## config.mk

```make
export PLATFORM = sky130hd
export DESIGN_NAME = sram_host_ctrl
export DESIGN_NICKNAME = d
export VERILOG_FILES = /design/src/common/sram_host_pkg.sv /design/src/hw/sram_host_ctrl.sv /design/src/hw/interval_counter.sv
export SDC_FILE = /design/constraint.sdc
export NUM_CORES = 1
export LEC_CHECK = 0
export BUFFER_PORTS_ARGS = -buffer_cell sky130_fd_sc_hd__buf_2
export CAP_MARGIN = 20
export CORE_ASPECT_RATIO = 0.5
export CORE_MARGIN = 2
export CORE_UTILIZATION = 37
export DETAILED_ROUTE_END_ITERATION = 16
export SLEW_MARGIN = 20
export SYNTH_ARGS = -nofsm -noshare
export SYNTH_HDL_FRONTEND = slang
export SYNTH_SLANG_ARGS = --single-unit
```

## constraint.sdc

```tcl
create_clock -name mclk -period 3 [get_ports mclk]
set_clock_uncertainty 0.15 [all_clocks]
set_input_delay 0.45 -clock mclk [delete_from_list [all_inputs] [get_ports mclk]]
set_output_delay 0.45 -clock mclk [all_outputs]
set_load 0.005 [all_outputs]
```

## src/common/sram_host_pkg.sv

```systemverilog
// Purpose: Shared constants and carriers for the asynchronous byte memory host controller
// Assumes: mclk at 100 MHz; memory of 2^20 bytes on an 8-bit shared data bus
// Notes: Timing figures in ns, retention recovery in ms; cycle counts derived from the clock period
package sram_host_pkg;

   // ----------------------------------------------------------------
   // Geometry
   // ----------------------------------------------------------------
   localparam int ADDR_W = 20;
   localparam int DATA_W = 8;

   // ----------------------------------------------------------------
   // Clock
   // ----------------------------------------------------------------
   localparam int CLK_PERIOD_NS = 10;

   // ----------------------------------------------------------------
   // Timing figures, high supply range then low supply range
   // ----------------------------------------------------------------
   localparam int READ_CYCLE_MIN_HI_NS = 45;
   localparam int READ_CYCLE_MIN_LO_NS = 55;
   localparam int WRITE_PULSE_MIN_HI_NS = 35;
   localparam int WRITE_PULSE_MIN_LO_NS = 40;
   localparam int ADDRESS_TO_WRITE_END_MIN_HI_NS = 35;
   localparam int ADDRESS_TO_WRITE_END_MIN_LO_NS = 50;
   localparam int WRITE_CYCLE_MIN_HI_NS = 45;
   localparam int WRITE_CYCLE_MIN_LO_NS = 55;
   localparam int DATA_SETUP_MIN_NS = 25;
   localparam int GATE_RELEASE_MAX_HI_NS = 18;
   localparam int GATE_RELEASE_MAX_LO_NS = 20;
   localparam int RETENTION_RECOVERY_MIN_MS = 5;

   // ----------------------------------------------------------------
   // Derived cycle counts, minimums rounded up
   // ----------------------------------------------------------------
   function automatic int ceilCycles(input int ns);
      return (ns + CLK_PERIOD_NS - 1) / CLK_PERIOD_NS;
   endfunction

   localparam int READ_CYCLES_HI = ceilCycles(READ_CYCLE_MIN_HI_NS);
   localparam int READ_CYCLES_LO = ceilCycles(READ_CYCLE_MIN_LO_NS);
   // Write pulse covers pulse width, address-to-end, data setup
   localparam int WRITE_PULSE_CYCLES_HI = ceilCycles(ADDRESS_TO_WRITE_END_MIN_HI_NS);
   localparam int WRITE_PULSE_CYCLES_LO = ceilCycles(ADDRESS_TO_WRITE_END_MIN_LO_NS);
   localparam int WRITE_CYCLES_HI = ceilCycles(WRITE_CYCLE_MIN_HI_NS);
   localparam int WRITE_CYCLES_LO = ceilCycles(WRITE_CYCLE_MIN_LO_NS);
   localparam int DATA_SETUP_CYCLES = ceilCycles(DATA_SETUP_MIN_NS);
   // Turnaround wait after gate rises before host drives data
   localparam int RELEASE_CYCLES = ceilCycles(GATE_RELEASE_MAX_LO_NS);
   localparam int RECOVERY_CYCLES = RETENTION_RECOVERY_MIN_MS * 1000000 / CLK_PERIOD_NS;
   localparam int CNT_W = 8;

   // ----------------------------------------------------------------
   // Carriers
   // ----------------------------------------------------------------
   typedef struct packed {
      logic write;
      logic [ADDR_W-1:0] addr;
      logic [DATA_W-1:0] wdata;
   } request_t;

   typedef struct packed {
      logic primarySelectN;
      logic secondarySelect;
      logic writeStrobeN;
      logic outputGateN;
   } strobes_t;

endpackage

```

## src/hw/sram_host_ctrl.sv

```systemverilog
// Purpose: Host controller driving an asynchronous byte-wide static memory
// Assumes: One request at a time; lowSupply chosen by system; supply steady
// Notes: Every pin output is registered; data lines are split in/out/enable
//
// Operation
// - Host holds write pulse at least 35 ns, or 40 ns low supply.
// - Host write cycle at least 45 ns (55 ns); address 35 ns (50 ns) before end.
// - Host keeps chip selected 35 ns (50 ns) before write end.
// - Host address stable from write start until write end.
// - Host drives write data at least 25 ns before write end.
// - Host may drop write data exactly when write ends.
// - Host never drives data lines while memory drives them.
// - In primary-select retention, host keeps secondary select at a solid rail.
// - Host deselects before retention; waits 5 ms after supply returns.
`timescale 1ns/1ps
`default_nettype none
module sram_host_ctrl #(
   parameter int RECOVERY_COUNT = sram_host_pkg::RECOVERY_CYCLES
) (
   input wire logic mclk,
   input wire logic reset,
   input wire logic lowSupply,
   input wire logic retain,
   input wire sram_host_pkg::request_t request,
   input wire logic reqValid,
   output logic reqReady,
   output logic [sram_host_pkg::DATA_W-1:0] readData,
   output logic readValid,
   output logic [sram_host_pkg::ADDR_W-1:0] addressLines,
   output sram_host_pkg::strobes_t strobes,
   input wire logic [sram_host_pkg::DATA_W-1:0] dataLinesIn,
   output logic [sram_host_pkg::DATA_W-1:0] dataLinesOut,
   output logic dataLinesOe
);

   localparam int CW = sram_host_pkg::CNT_W;

   // Refuse a recovery count that the 30-bit wait counter cannot hold
   if (RECOVERY_COUNT < 1 || RECOVERY_COUNT >= (1 << 30)) begin : g_badRecovery
      $error("RECOVERY_COUNT out of range");
   end

   typedef enum logic [2:0] {
      RECOVER, IDLE, READ, WRITE_SETUP, WRITE_PULSE, WRITE_TAIL, TURN, RETAIN
   } state_t;

   state_t state_q;
   logic [CW-1:0] phaseLoad;
   logic phaseStart;
   logic phaseDone;
   logic [29:0] recover_q;
   logic [sram_host_pkg::DATA_W-1:0] sync1_q;
   logic [sram_host_pkg::DATA_W-1:0] sync2_q;
   logic lowSupply_q;

   // ----------------------------------------------------------------
   // Phase timer
   // ----------------------------------------------------------------
   interval_counter #(.WIDTH(CW)) phaseTimer (
      .mclk(mclk),
      .reset(reset),
      .load(phaseStart),
      .loadValue(phaseLoad),
      .done(phaseDone)
   );

   // Latched supply range, taken at idle only
   always_ff @(posedge mclk) begin
      if (reset) begin
         lowSupply_q <= 1'b1;
      end else if (state_q == IDLE) begin
         lowSupply_q <= lowSupply;
      end
   end

   // Phase length chosen from state about to be entered, rounded up
   always_comb begin
      phaseLoad = '0;
      phaseStart = 1'b0;
      unique case (state_q)
         IDLE: begin
            if (reqValid && !retain) begin
               phaseStart = 1'b1;
               if (request.write) begin
                  phaseLoad = CW'(1);
               end else begin
                  phaseLoad = lowSupply_q ? CW'(sram_host_pkg::READ_CYCLES_LO - 1)
                                          : CW'(sram_host_pkg::READ_CYCLES_HI - 1);
               end
            end
         end
         WRITE_SETUP: begin
            phaseStart = phaseDone;
            phaseLoad = lowSupply_q ? CW'(sram_host_pkg::WRITE_PULSE_CYCLES_LO - 1)
                                    : CW'(sram_host_pkg::WRITE_PULSE_CYCLES_HI - 1);
         end
         WRITE_PULSE: begin
            phaseStart = phaseDone;
            phaseLoad = lowSupply_q
               ? CW'(sram_host_pkg::WRITE_CYCLES_LO - sram_host_pkg::WRITE_PULSE_CYCLES_LO - 1)
               : CW'(sram_host_pkg::WRITE_CYCLES_HI - sram_host_pkg::WRITE_PULSE_CYCLES_HI - 1);
         end
         READ: begin
            phaseStart = phaseDone;
            phaseLoad = CW'(sram_host_pkg::RELEASE_CYCLES - 1);
         end
         RECOVER, WRITE_TAIL, TURN, RETAIN: begin
            phaseLoad = '0;
            phaseStart = 1'b0;
         end
      endcase
   end

   // ----------------------------------------------------------------
   // Sequencer
   // ----------------------------------------------------------------
   always_ff @(posedge mclk) begin
      if (reset) begin
         state_q <= RECOVER;
      end else begin
         unique case (state_q)
            RECOVER: if (recover_q == '0) state_q <= IDLE;
            IDLE: begin
               if (retain) begin
                  state_q <= RETAIN;
               end else if (reqValid) begin
                  state_q <= request.write ? WRITE_SETUP : READ;
               end
            end
            READ: if (phaseDone) state_q <= TURN;
            WRITE_SETUP: if (phaseDone) state_q <= WRITE_PULSE;
            WRITE_PULSE: if (phaseDone) state_q <= WRITE_TAIL;
            WRITE_TAIL: if (phaseDone) state_q <= IDLE;
            TURN: if (phaseDone) state_q <= IDLE;
            RETAIN: if (!retain) state_q <= RECOVER;
         endcase
      end
   end

   // Supply recovery wait after reset or retention
   always_ff @(posedge mclk) begin
      if (reset) begin
         recover_q <= 30'(RECOVERY_COUNT - 1);
      end else if (state_q == RETAIN) begin
         recover_q <= 30'(RECOVERY_COUNT - 1);
      end else if (state_q == RECOVER && recover_q != '0) begin
         recover_q <= recover_q - 1'b1;
      end
   end

   // ----------------------------------------------------------------
   // Pin drivers
   // ----------------------------------------------------------------
   always_ff @(posedge mclk) begin
      if (reset) begin
         strobes <= '{primarySelectN: 1'b1, secondarySelect: 1'b0,
                      writeStrobeN: 1'b1, outputGateN: 1'b1};
         addressLines <= '0;
         dataLinesOut <= '0;
         dataLinesOe <= 1'b0;
      end else begin
         unique case (state_q)
            IDLE: begin
               strobes.secondarySelect <= !retain;
               if (reqValid && !retain) begin
                  addressLines <= request.addr;
                  dataLinesOut <= request.wdata;
                  strobes.primarySelectN <= 1'b0;
                  strobes.outputGateN <= request.write;
               end
            end
            WRITE_SETUP: if (phaseDone) begin
               strobes.writeStrobeN <= 1'b0;
               dataLinesOe <= 1'b1;
            end
            WRITE_PULSE: if (phaseDone) begin
               strobes.writeStrobeN <= 1'b1;
               strobes.primarySelectN <= 1'b1;
               dataLinesOe <= 1'b0;
            end
            READ: if (phaseDone) begin
               strobes.outputGateN <= 1'b1;
               strobes.primarySelectN <= 1'b1;
            end
            RETAIN: begin
               strobes.primarySelectN <= 1'b1;
               strobes.secondarySelect <= 1'b0;
            end
            RECOVER, WRITE_TAIL, TURN: begin
               strobes.writeStrobeN <= 1'b1;
            end
         endcase
      end
   end

   // Read data crosses from pins through two flops
   always_ff @(posedge mclk) begin
      if (reset) begin
         sync1_q <= '0;
         sync2_q <= '0;
      end else begin
         sync1_q <= dataLinesIn;
         sync2_q <= sync1_q;
      end
   end

   // Handshake and read capture
   always_ff @(posedge mclk) begin
      if (reset) begin
         reqReady <= 1'b0;
         readValid <= 1'b0;
         readData <= '0;
      end else begin
         reqReady <= (state_q == IDLE) && !(reqValid && !retain) && !retain;
         readValid <= (state_q == TURN) && phaseDone;
         if (state_q == TURN && phaseDone) begin
            readData <= sync2_q;
         end
      end
   end

   // ----------------------------------------------------------------
   // Checks
   // ----------------------------------------------------------------
   property p_noFight;
      @(posedge mclk) disable iff (reset)
      dataLinesOe |-> (strobes.outputGateN && !strobes.writeStrobeN);
   endproperty
   a_noFight: assert property (p_noFight) else $error("host drives while gate enabled");

   property p_pulseWidth;
      @(posedge mclk) disable iff (reset)
      $fell(strobes.writeStrobeN) |-> !strobes.writeStrobeN [*4];
   endproperty
   a_pulseWidth: assert property (p_pulseWidth) else $error("write pulse too short");

   property p_addrStable;
      @(posedge mclk) disable iff (reset)
      !strobes.primarySelectN |=> $stable(addressLines) || $rose(strobes.primarySelectN);
   endproperty
   a_addrStable: assert property (p_addrStable) else $error("address moved in access");

   property p_dataSetup;
      @(posedge mclk) disable iff (reset)
      $rose(strobes.writeStrobeN) |-> $past(dataLinesOe, 3);
   endproperty
   a_dataSetup: assert property (p_dataSetup) else $error("write data setup short");

   property p_readLen;
      @(posedge mclk) disable iff (reset)
      $fell(strobes.outputGateN) |-> !strobes.outputGateN [*5];
   endproperty
   a_readLen: assert property (p_readLen) else $error("read cycle too short");

   property p_selectBeforeEnd;
      @(posedge mclk) disable iff (reset)
      $rose(strobes.writeStrobeN) |-> $past(!strobes.primarySelectN, 4);
   endproperty
   a_selectBeforeEnd: assert property (p_selectBeforeEnd) else $error("select too late");

   property p_retainDeselect;
      @(posedge mclk) disable iff (reset)
      (state_q == RETAIN) |=> strobes.primarySelectN && !dataLinesOe;
   endproperty
   a_retainDeselect: assert property (p_retainDeselect) else $error("selected in retention");

   property p_dropAtEnd;
      @(posedge mclk) disable iff (reset)
      $rose(strobes.writeStrobeN) |-> !dataLinesOe && strobes.primarySelectN;
   endproperty
   a_dropAtEnd: assert property (p_dropAtEnd) else $error("write end not aligned");

endmodule
`default_nettype wire

```

## src/hw/interval_counter.sv

```systemverilog
// Purpose: Loadable down counter that times one phase of a memory access
// Assumes: Load comes from logic on mclk; count runs down with no enable
// Notes: done is high while the count stands at zero
`timescale 1ns/1ps
`default_nettype none
module interval_counter #(
   parameter int WIDTH = 8
) (
   input wire logic mclk,
   input wire logic reset,
   input wire logic load,
   input wire logic [WIDTH-1:0] loadValue,
   output logic done
);

   logic [WIDTH-1:0] count_q;

   // ----------------------------------------------------------------
   // Count down to zero, reload on request
   // ----------------------------------------------------------------
   always_ff @(posedge mclk) begin
      if (reset) begin
         count_q <= '0;
      end else if (load) begin
         count_q <= loadValue;
      end else if (count_q != '0) begin
         count_q <= count_q - 1'b1;
      end
   end

   assign done = (count_q == '0);

endmodule
`default_nettype wire

```

==> results of run 1 <==
-- stage by stage --
stage	total power, uW	setup slack [ps]	hold WS [ps]
6_report	3735	564.3	160.6
5_1_grt	3962	323.6	153.7
4_1_cts	3770	558.9	147.9
3_5_place_dp	2551	557.4	273.4
3_3_place_gp	2543	636.7	265.9
2_1_floorplan	2301	739.0	263.8
-- layout by cell type, fill, tap and decap left out, types with 11 or more instances in the layout --
cell type / Yosys / routed
dfxtp_1: 101 / 101
buf_2: 3 / 84
nand2_1: 76 / 76
a21oi_1: 49 / 49
nor2_1: 48 / 48
nor2b_1: 20 / 20
o21ai_0: 18 / 18
mux2i_1: 11 / 11
or4_1: 11 / 11
or3_1: 11 / 11
-- power by group through the flow --
stage | Sequential (uW) | Clock, uW | Combinational, uW
floorplan | 1570 | 0 | 729
global placement | 1580 | 0 | 963
detailed placement | 1580 | 0 | 966
CTS | 1550 | 1240 | 978
global route | 1570 | 1290 | 1100
finish | 1560 | 1210 | 973
-- per-layer routing --
layer  GRT usage (%)  routed length, um  vias to the layer above
met4           4.636                104                        0
li1                -                  -                     1932
met1           20.76               4824                     1692
met5               0                  0                        -
met3           6.260                567                        8
met2           25.07               4306                       76
-- cells by family after synthesis --
logic type | Yosys count | share of synthesized area [%]
simple gates | 228 | 27.24
compound gates | 110 | 15.35
flops | 101 | 46.53
buf+inv | 39 | 3.656
xor+xnor | 14 | 2.822
mux | 12 | 2.793
fa+ha+maj | 5 | 1.613
-- state kept, by name, summed over array words and instances (netlist names) --
name	count
strobes	4
readValid	1
dataLinesOut	8
sync2_q	8
readData	8
recover_q	30
sync1_q	8
phaseTimer.count_q	8
reqReady	1
dataLinesOe	1
lowSupply_q	1
state_q	3
addressLines	20
-- worst min path at each step --
stage                               endpoint  slack [ps]
global placement       sync2_q[0]$_SDFF_PP0_         270
floorplan              sync2_q[0]$_SDFF_PP0_         260
global route           sync1_q[1]$_SDFF_PP0_         150
detailed placement     sync2_q[6]$_SDFF_PP0_         270
finish              lowSupply_q$_SDFFE_PP1P_         160
CTS                    sync1_q[1]$_SDFF_PP0_         150
-- cell type report --
cell class,count,area share [%]
clock inverter,7,1.560
inverter,9,0.6479
clock buffer,9,4.320
timing repair buffer,93,9.359
sequential,101,38.78
tap,159,3.816
multi-input combinational,369,41.52
==> impl_metrics.tcl, run 1 <==
set metrics [dict create \
    worstSetupPathDepth 6 \
    synth_nets 556 \
    p_seq_share_pct 41.7 \
    timing.final.crit_share_pct 81.19 \
    timing.fmax_ghz 0.4106 \
    setup_viol 0 \
    detail_route.iter0.violations 153 \
    yosys.area.top_type_share_pct 46.53 \
    worstReg2RegEnd "recover_q[26]$_SDFFE_PP0P_" \
    syn_inst 509 \
    p_int_uw 2522 \
    leakage_uw 0.002093 \
    multi_input_area_sq_mm 0.002165 \
    path_class "reg -> reg" \
    clock_power_share_pct 32.3 \
    grt-ovfl-total 0 \
    first_pass_iters 5 \
    htree_levels 3 \
    cts_setup_buffers 0 \
    die-height_um 80.63 \
    r2r_cells 6 \
    clock_path_buffers 2 \
    switchingPower_uw 1213 \
    syn-mean-instance-area_sq_um 8.537 \
    rrSetupSlack_ps 560 \
    finalCriticalPeriod_ps 2436 \
    wl_per_cell_um 13.12 \
    cp_top_family "simple AND/OR/NAND/NOR gates" \
    drv_slew 0 \
    critical_path.max_stage_delay_ps 600 \
    p_comb_share_pct 26.1 \
    startpoint "recover_q[0]$_SDFFE_PP1P_" \
    die-area_sq_mm 0.01268 \
    synth_common_cells "dfxtp_1, nand2_1, a21oi_1" \
    rsz0062_at_grt "no" \
    ir_worst_vdd_mv 0.3162 \
    buffer_ports.inserted 84 \
    synth_ff_type "dfxtp_1" \
    fillerInstances 1148 \
    syn-cell-area_sq_mm 0.004345 \
    maxCapViolations 0 \
    detailed_place_hpwl_um 6641 \
    fin_setup_tns_ps 0 \
    worst_setup_path_start_kind "register" \
    worstHoldPathCells 2 \
    num_vias 3708 \
    drc 0 \
    slew_headroom_pct 56.06 \
    gp_congestion 0.7886 \
    r2r_start "recover_q[0]$_SDFFE_PP1P_" \
    cts_resized 0 \
    vias_per_cell 4.964 \
    synth_edf_count 0 \
    design.core.area_sq_mm 0.01122 \
    min_from "lowSupply" \
    cts_sinks 101 \
    yosysWarnings 0 \
    grtUsageTotal_pct 16.11 \
    drt_wl_total_um 9802 \
    regArea_sq_mm 0.002022 \
    cp-end-kind "register" \
    swShare_pct 32.49 \
    placed_cells 731 \
    cp_slowest_cell "or4b_1" \
    path_cells "inv_1 -> ha_1 -> or4b_1 -> or4_1 -> or3_1 -> a21oi_1" \
    synth-seq-cells 101 \
    grt_pass1_vias 3348 \
    start_util_pct 38.74 \
    status "complete, no violations" \
    drive_gt1_share_pct 20.58 \
    synth_top_cell_by_area "dfxtp_1" \
    hp-class "in -> reg" \
    grt_start_max_net_pins 61 \
    design_area_sq_mm 0.005214 \
    clk_pin_slew_worst_paths_ps 70 \
    arrival_ps 2560 \
    ios 85 \
    cts-root-buf "clkbuf_16" \
    synth_area_leaders "dfxtp_1, nand2_1, a21oi_1" \
    synth.distinct_cells 56 \
    worstSkewPairLatency_ps 350 \
    async_flop_share_pct 0 \
    path_buf_inv 1 \
    yosysSeqAreaShare_pct 46.53 \
    cts_tree "yes" \
    synth.most_common_cell "dfxtp_1" \
    area_delta_synth_final_pct 19.98 \
    cts_buffers 9 \
    cp_max_fo 9 \
    antenna_left 0 \
    worst_pin_slew_ps 653.5 \
    power_density_mw_per_mm2 716.4 \
    dpl_cell_area_sq_mm 0.004907 \
    finalHoldViolCount 0 \
    endpoint "recover_q[26]$_SDFFE_PP0P_" \
    instances_no_fill 747 \
    grt_pass1_wl_um 16250 \
    ctsHoldBuffers 0 \
    die_w_um 157.3 \
    diodes 0 \
    grt_antenna_before_repair 0 \
    cp.required_ps 3120 \
    fin_nets 630 \
    rows 27 \
    post-route-util_pct 46.49 \
]
(Power assumes the default switching activity.)
==> inputs of run 2 (changes only) <==
Clock period 3 ns to 2.5 ns, I/O delays scaled along.
==> impl_metrics.tcl, run 2 (synthesis results as in run 1) <==
set metrics [dict create \
    diodes 0 \
    cp_max_fo 8 \
    worst_setup_path_start_kind "register" \
    clock_path_buffers 2 \
    drv_slew 0 \
    holdPathEnd "sync1_q[1]$_SDFF_PP0_" \
    drive_gt1_share_pct 21.64 \
    worstHoldPathCells 2 \
    slew_headroom_pct 52.38 \
    design_area_sq_mm 0.005245 \
    ctsHoldBuffers 0 \
    cts_tree "yes" \
    rsz0062_at_grt "no" \
    timing.final.crit_share_pct 92.95 \
    cts_sinks 101 \
    cp-end-kind "register" \
    status "complete, no violations" \
    detail_route.iter0.violations 183 \
    cts_resized 0 \
    design.core.area_sq_mm 0.01122 \
    grt_pass1_wl_um 16840 \
    die-height_um 80.63 \
    die-area_sq_mm 0.01268 \
    leakage_uw 0.002124 \
    clk_pin_slew_worst_paths_ps 70 \
    drt_wl_total_um 9925 \
    r2r_start "recover_q[2]$_SDFFE_PP1P_" \
    grt_pass1_vias 3570 \
    fin_setup_tns_ps 0 \
    rrSetupSlack_ps 180 \
    antenna_left 0 \
    rows 27 \
    hp-class "in -> reg" \
    cts-root-buf "clkbuf_16" \
    final_cell_mix "dfxtp_1, buf_2, nand2_1" \
    timing.fmax_ghz 0.4303 \
    wl_per_cell_um 13.15 \
    path_class "reg -> reg" \
    detailed_place_hpwl_um 6661 \
    start_util_pct 38.74 \
    fillerInstances 1144 \
    top_register "recover_q" \
    die_w_um 157.3 \
    worstSkewPairLatency_ps 350 \
    htree_levels 3 \
    min_from "dataLinesIn[1]" \
    r2r_cells 5 \
    cts_buffers 9 \
    buffer_ports.inserted 84 \
    post-route-util_pct 46.76 \
    area_delta_synth_final_pct 20.70 \
    final_common_cell "dfxtp_1" \
    worst_hold_slack_ps 78.89 \
    arrival_ps 2450 \
    setup_viol 0 \
    ios 85 \
    regArea_sq_mm 0.002022 \
    power_density_mw_per_mm2 838.1 \
    maxCapViolations 0 \
    fin_nets 639 \
    worst_pin_slew_ps 714.4 \
    gp_congestion 0.7841 \
    grt-ovfl-total 0 \
    multi_input_area_sq_mm 0.002165 \
    dpl_cell_area_sq_mm 0.004975 \
    reg_top3 "recover_q x30, addressLines x20" \
    grt_start_max_net_pins 69 \
    ir_worst_vdd_mv 0.4109 \
    finalCriticalPeriod_ps 2324 \
    cts_setup_buffers 0 \
    power.total_uw 4396 \
    num_vias 3792 \
    grt_antenna_before_repair 0 \
    finalHoldViolCount 0 \
    largest_reg_flops 30 \
    worstReg2RegEnd "recover_q[24]$_SDFFE_PP0P_" \
    first_pass_iters 4 \
    vias_per_cell 5.023 \
    drc 0 \
    grtUsageTotal_pct 16.75 \
    cp.required_ps 2630 \
]
run 2: cell count changes in the layout (fill, tap and decap cells not counted), sizes merged:
cell | previous run | this run
buf | 93 | 102
bufinv | 1 | 0
clkinv | 1 | 3
clkinvlp | 2 | 0
run 2: worst max path at each step:
stage / from / endpoint / slack, ps
after global routing: recover_q[2]$_SDFFE_PP1P_ / recover_q[24]$_SDFFE_PP0P_ / 2
after floorplan: recover_q[0]$_SDFFE_PP1P_ / recover_q[26]$_SDFFE_PP0P_ / 240
after CTS: recover_q[2]$_SDFFE_PP1P_ / recover_q[24]$_SDFFE_PP0P_ / 160
final: recover_q[2]$_SDFFE_PP1P_ / recover_q[24]$_SDFFE_PP0P_ / 180
after global placement: recover_q[17]$_SDFFE_PP1P_ / recover_q[23]$_SDFFE_PP0P_ / 210
after detailed placement: recover_q[2]$_SDFFE_PP1P_ / recover_q[24]$_SDFFE_PP0P_ / 170
run 2: per-stage QoR:
step | instances | worst slack, ps
6_report | 755 | 176.1
3_3_place_gp | 740 | 207.5
3_5_place_dp | 740 | 165.5
4_1_cts | 755 | 161.7
2_1_floorplan | 509 | 239.0
5_1_grt | 755 | 1.678
run 2: metal layers:
metal  routed length [um]  global-route usage, %  up-vias  part of all wire, %
met3                  554                  5.990        9                  5.6
met4                  114                  4.636        0                  1.1
met1                 4863                  21.29     1748                   49
met2                 4393                  26.94       72                   44
li1                     -                      -     1963                    -
met5                    0                      0        -                    0
run 2: final cells by class:
cell class / count / area share, %
multi-input combinational: 369 / 41.27
timing repair buffer: 102 / 10.59
inverter: 9 / 0.6441
tap: 159 / 3.793
sequential: 101 / 38.55
clock inverter: 6 / 0.8588
clock buffer: 9 / 4.294
run 2: power by group:
part,internal [uW],switching (uW)
sequential,1750,119
clock,679,632
combinational,525,690
run 2: critical path, cell delays in order (launching register included):
cell and delay (ps):
dfxtp_1 360, nor4_2 420, nand4_1 210, or4_1 620
nor4_1 280, mux2i_1 210
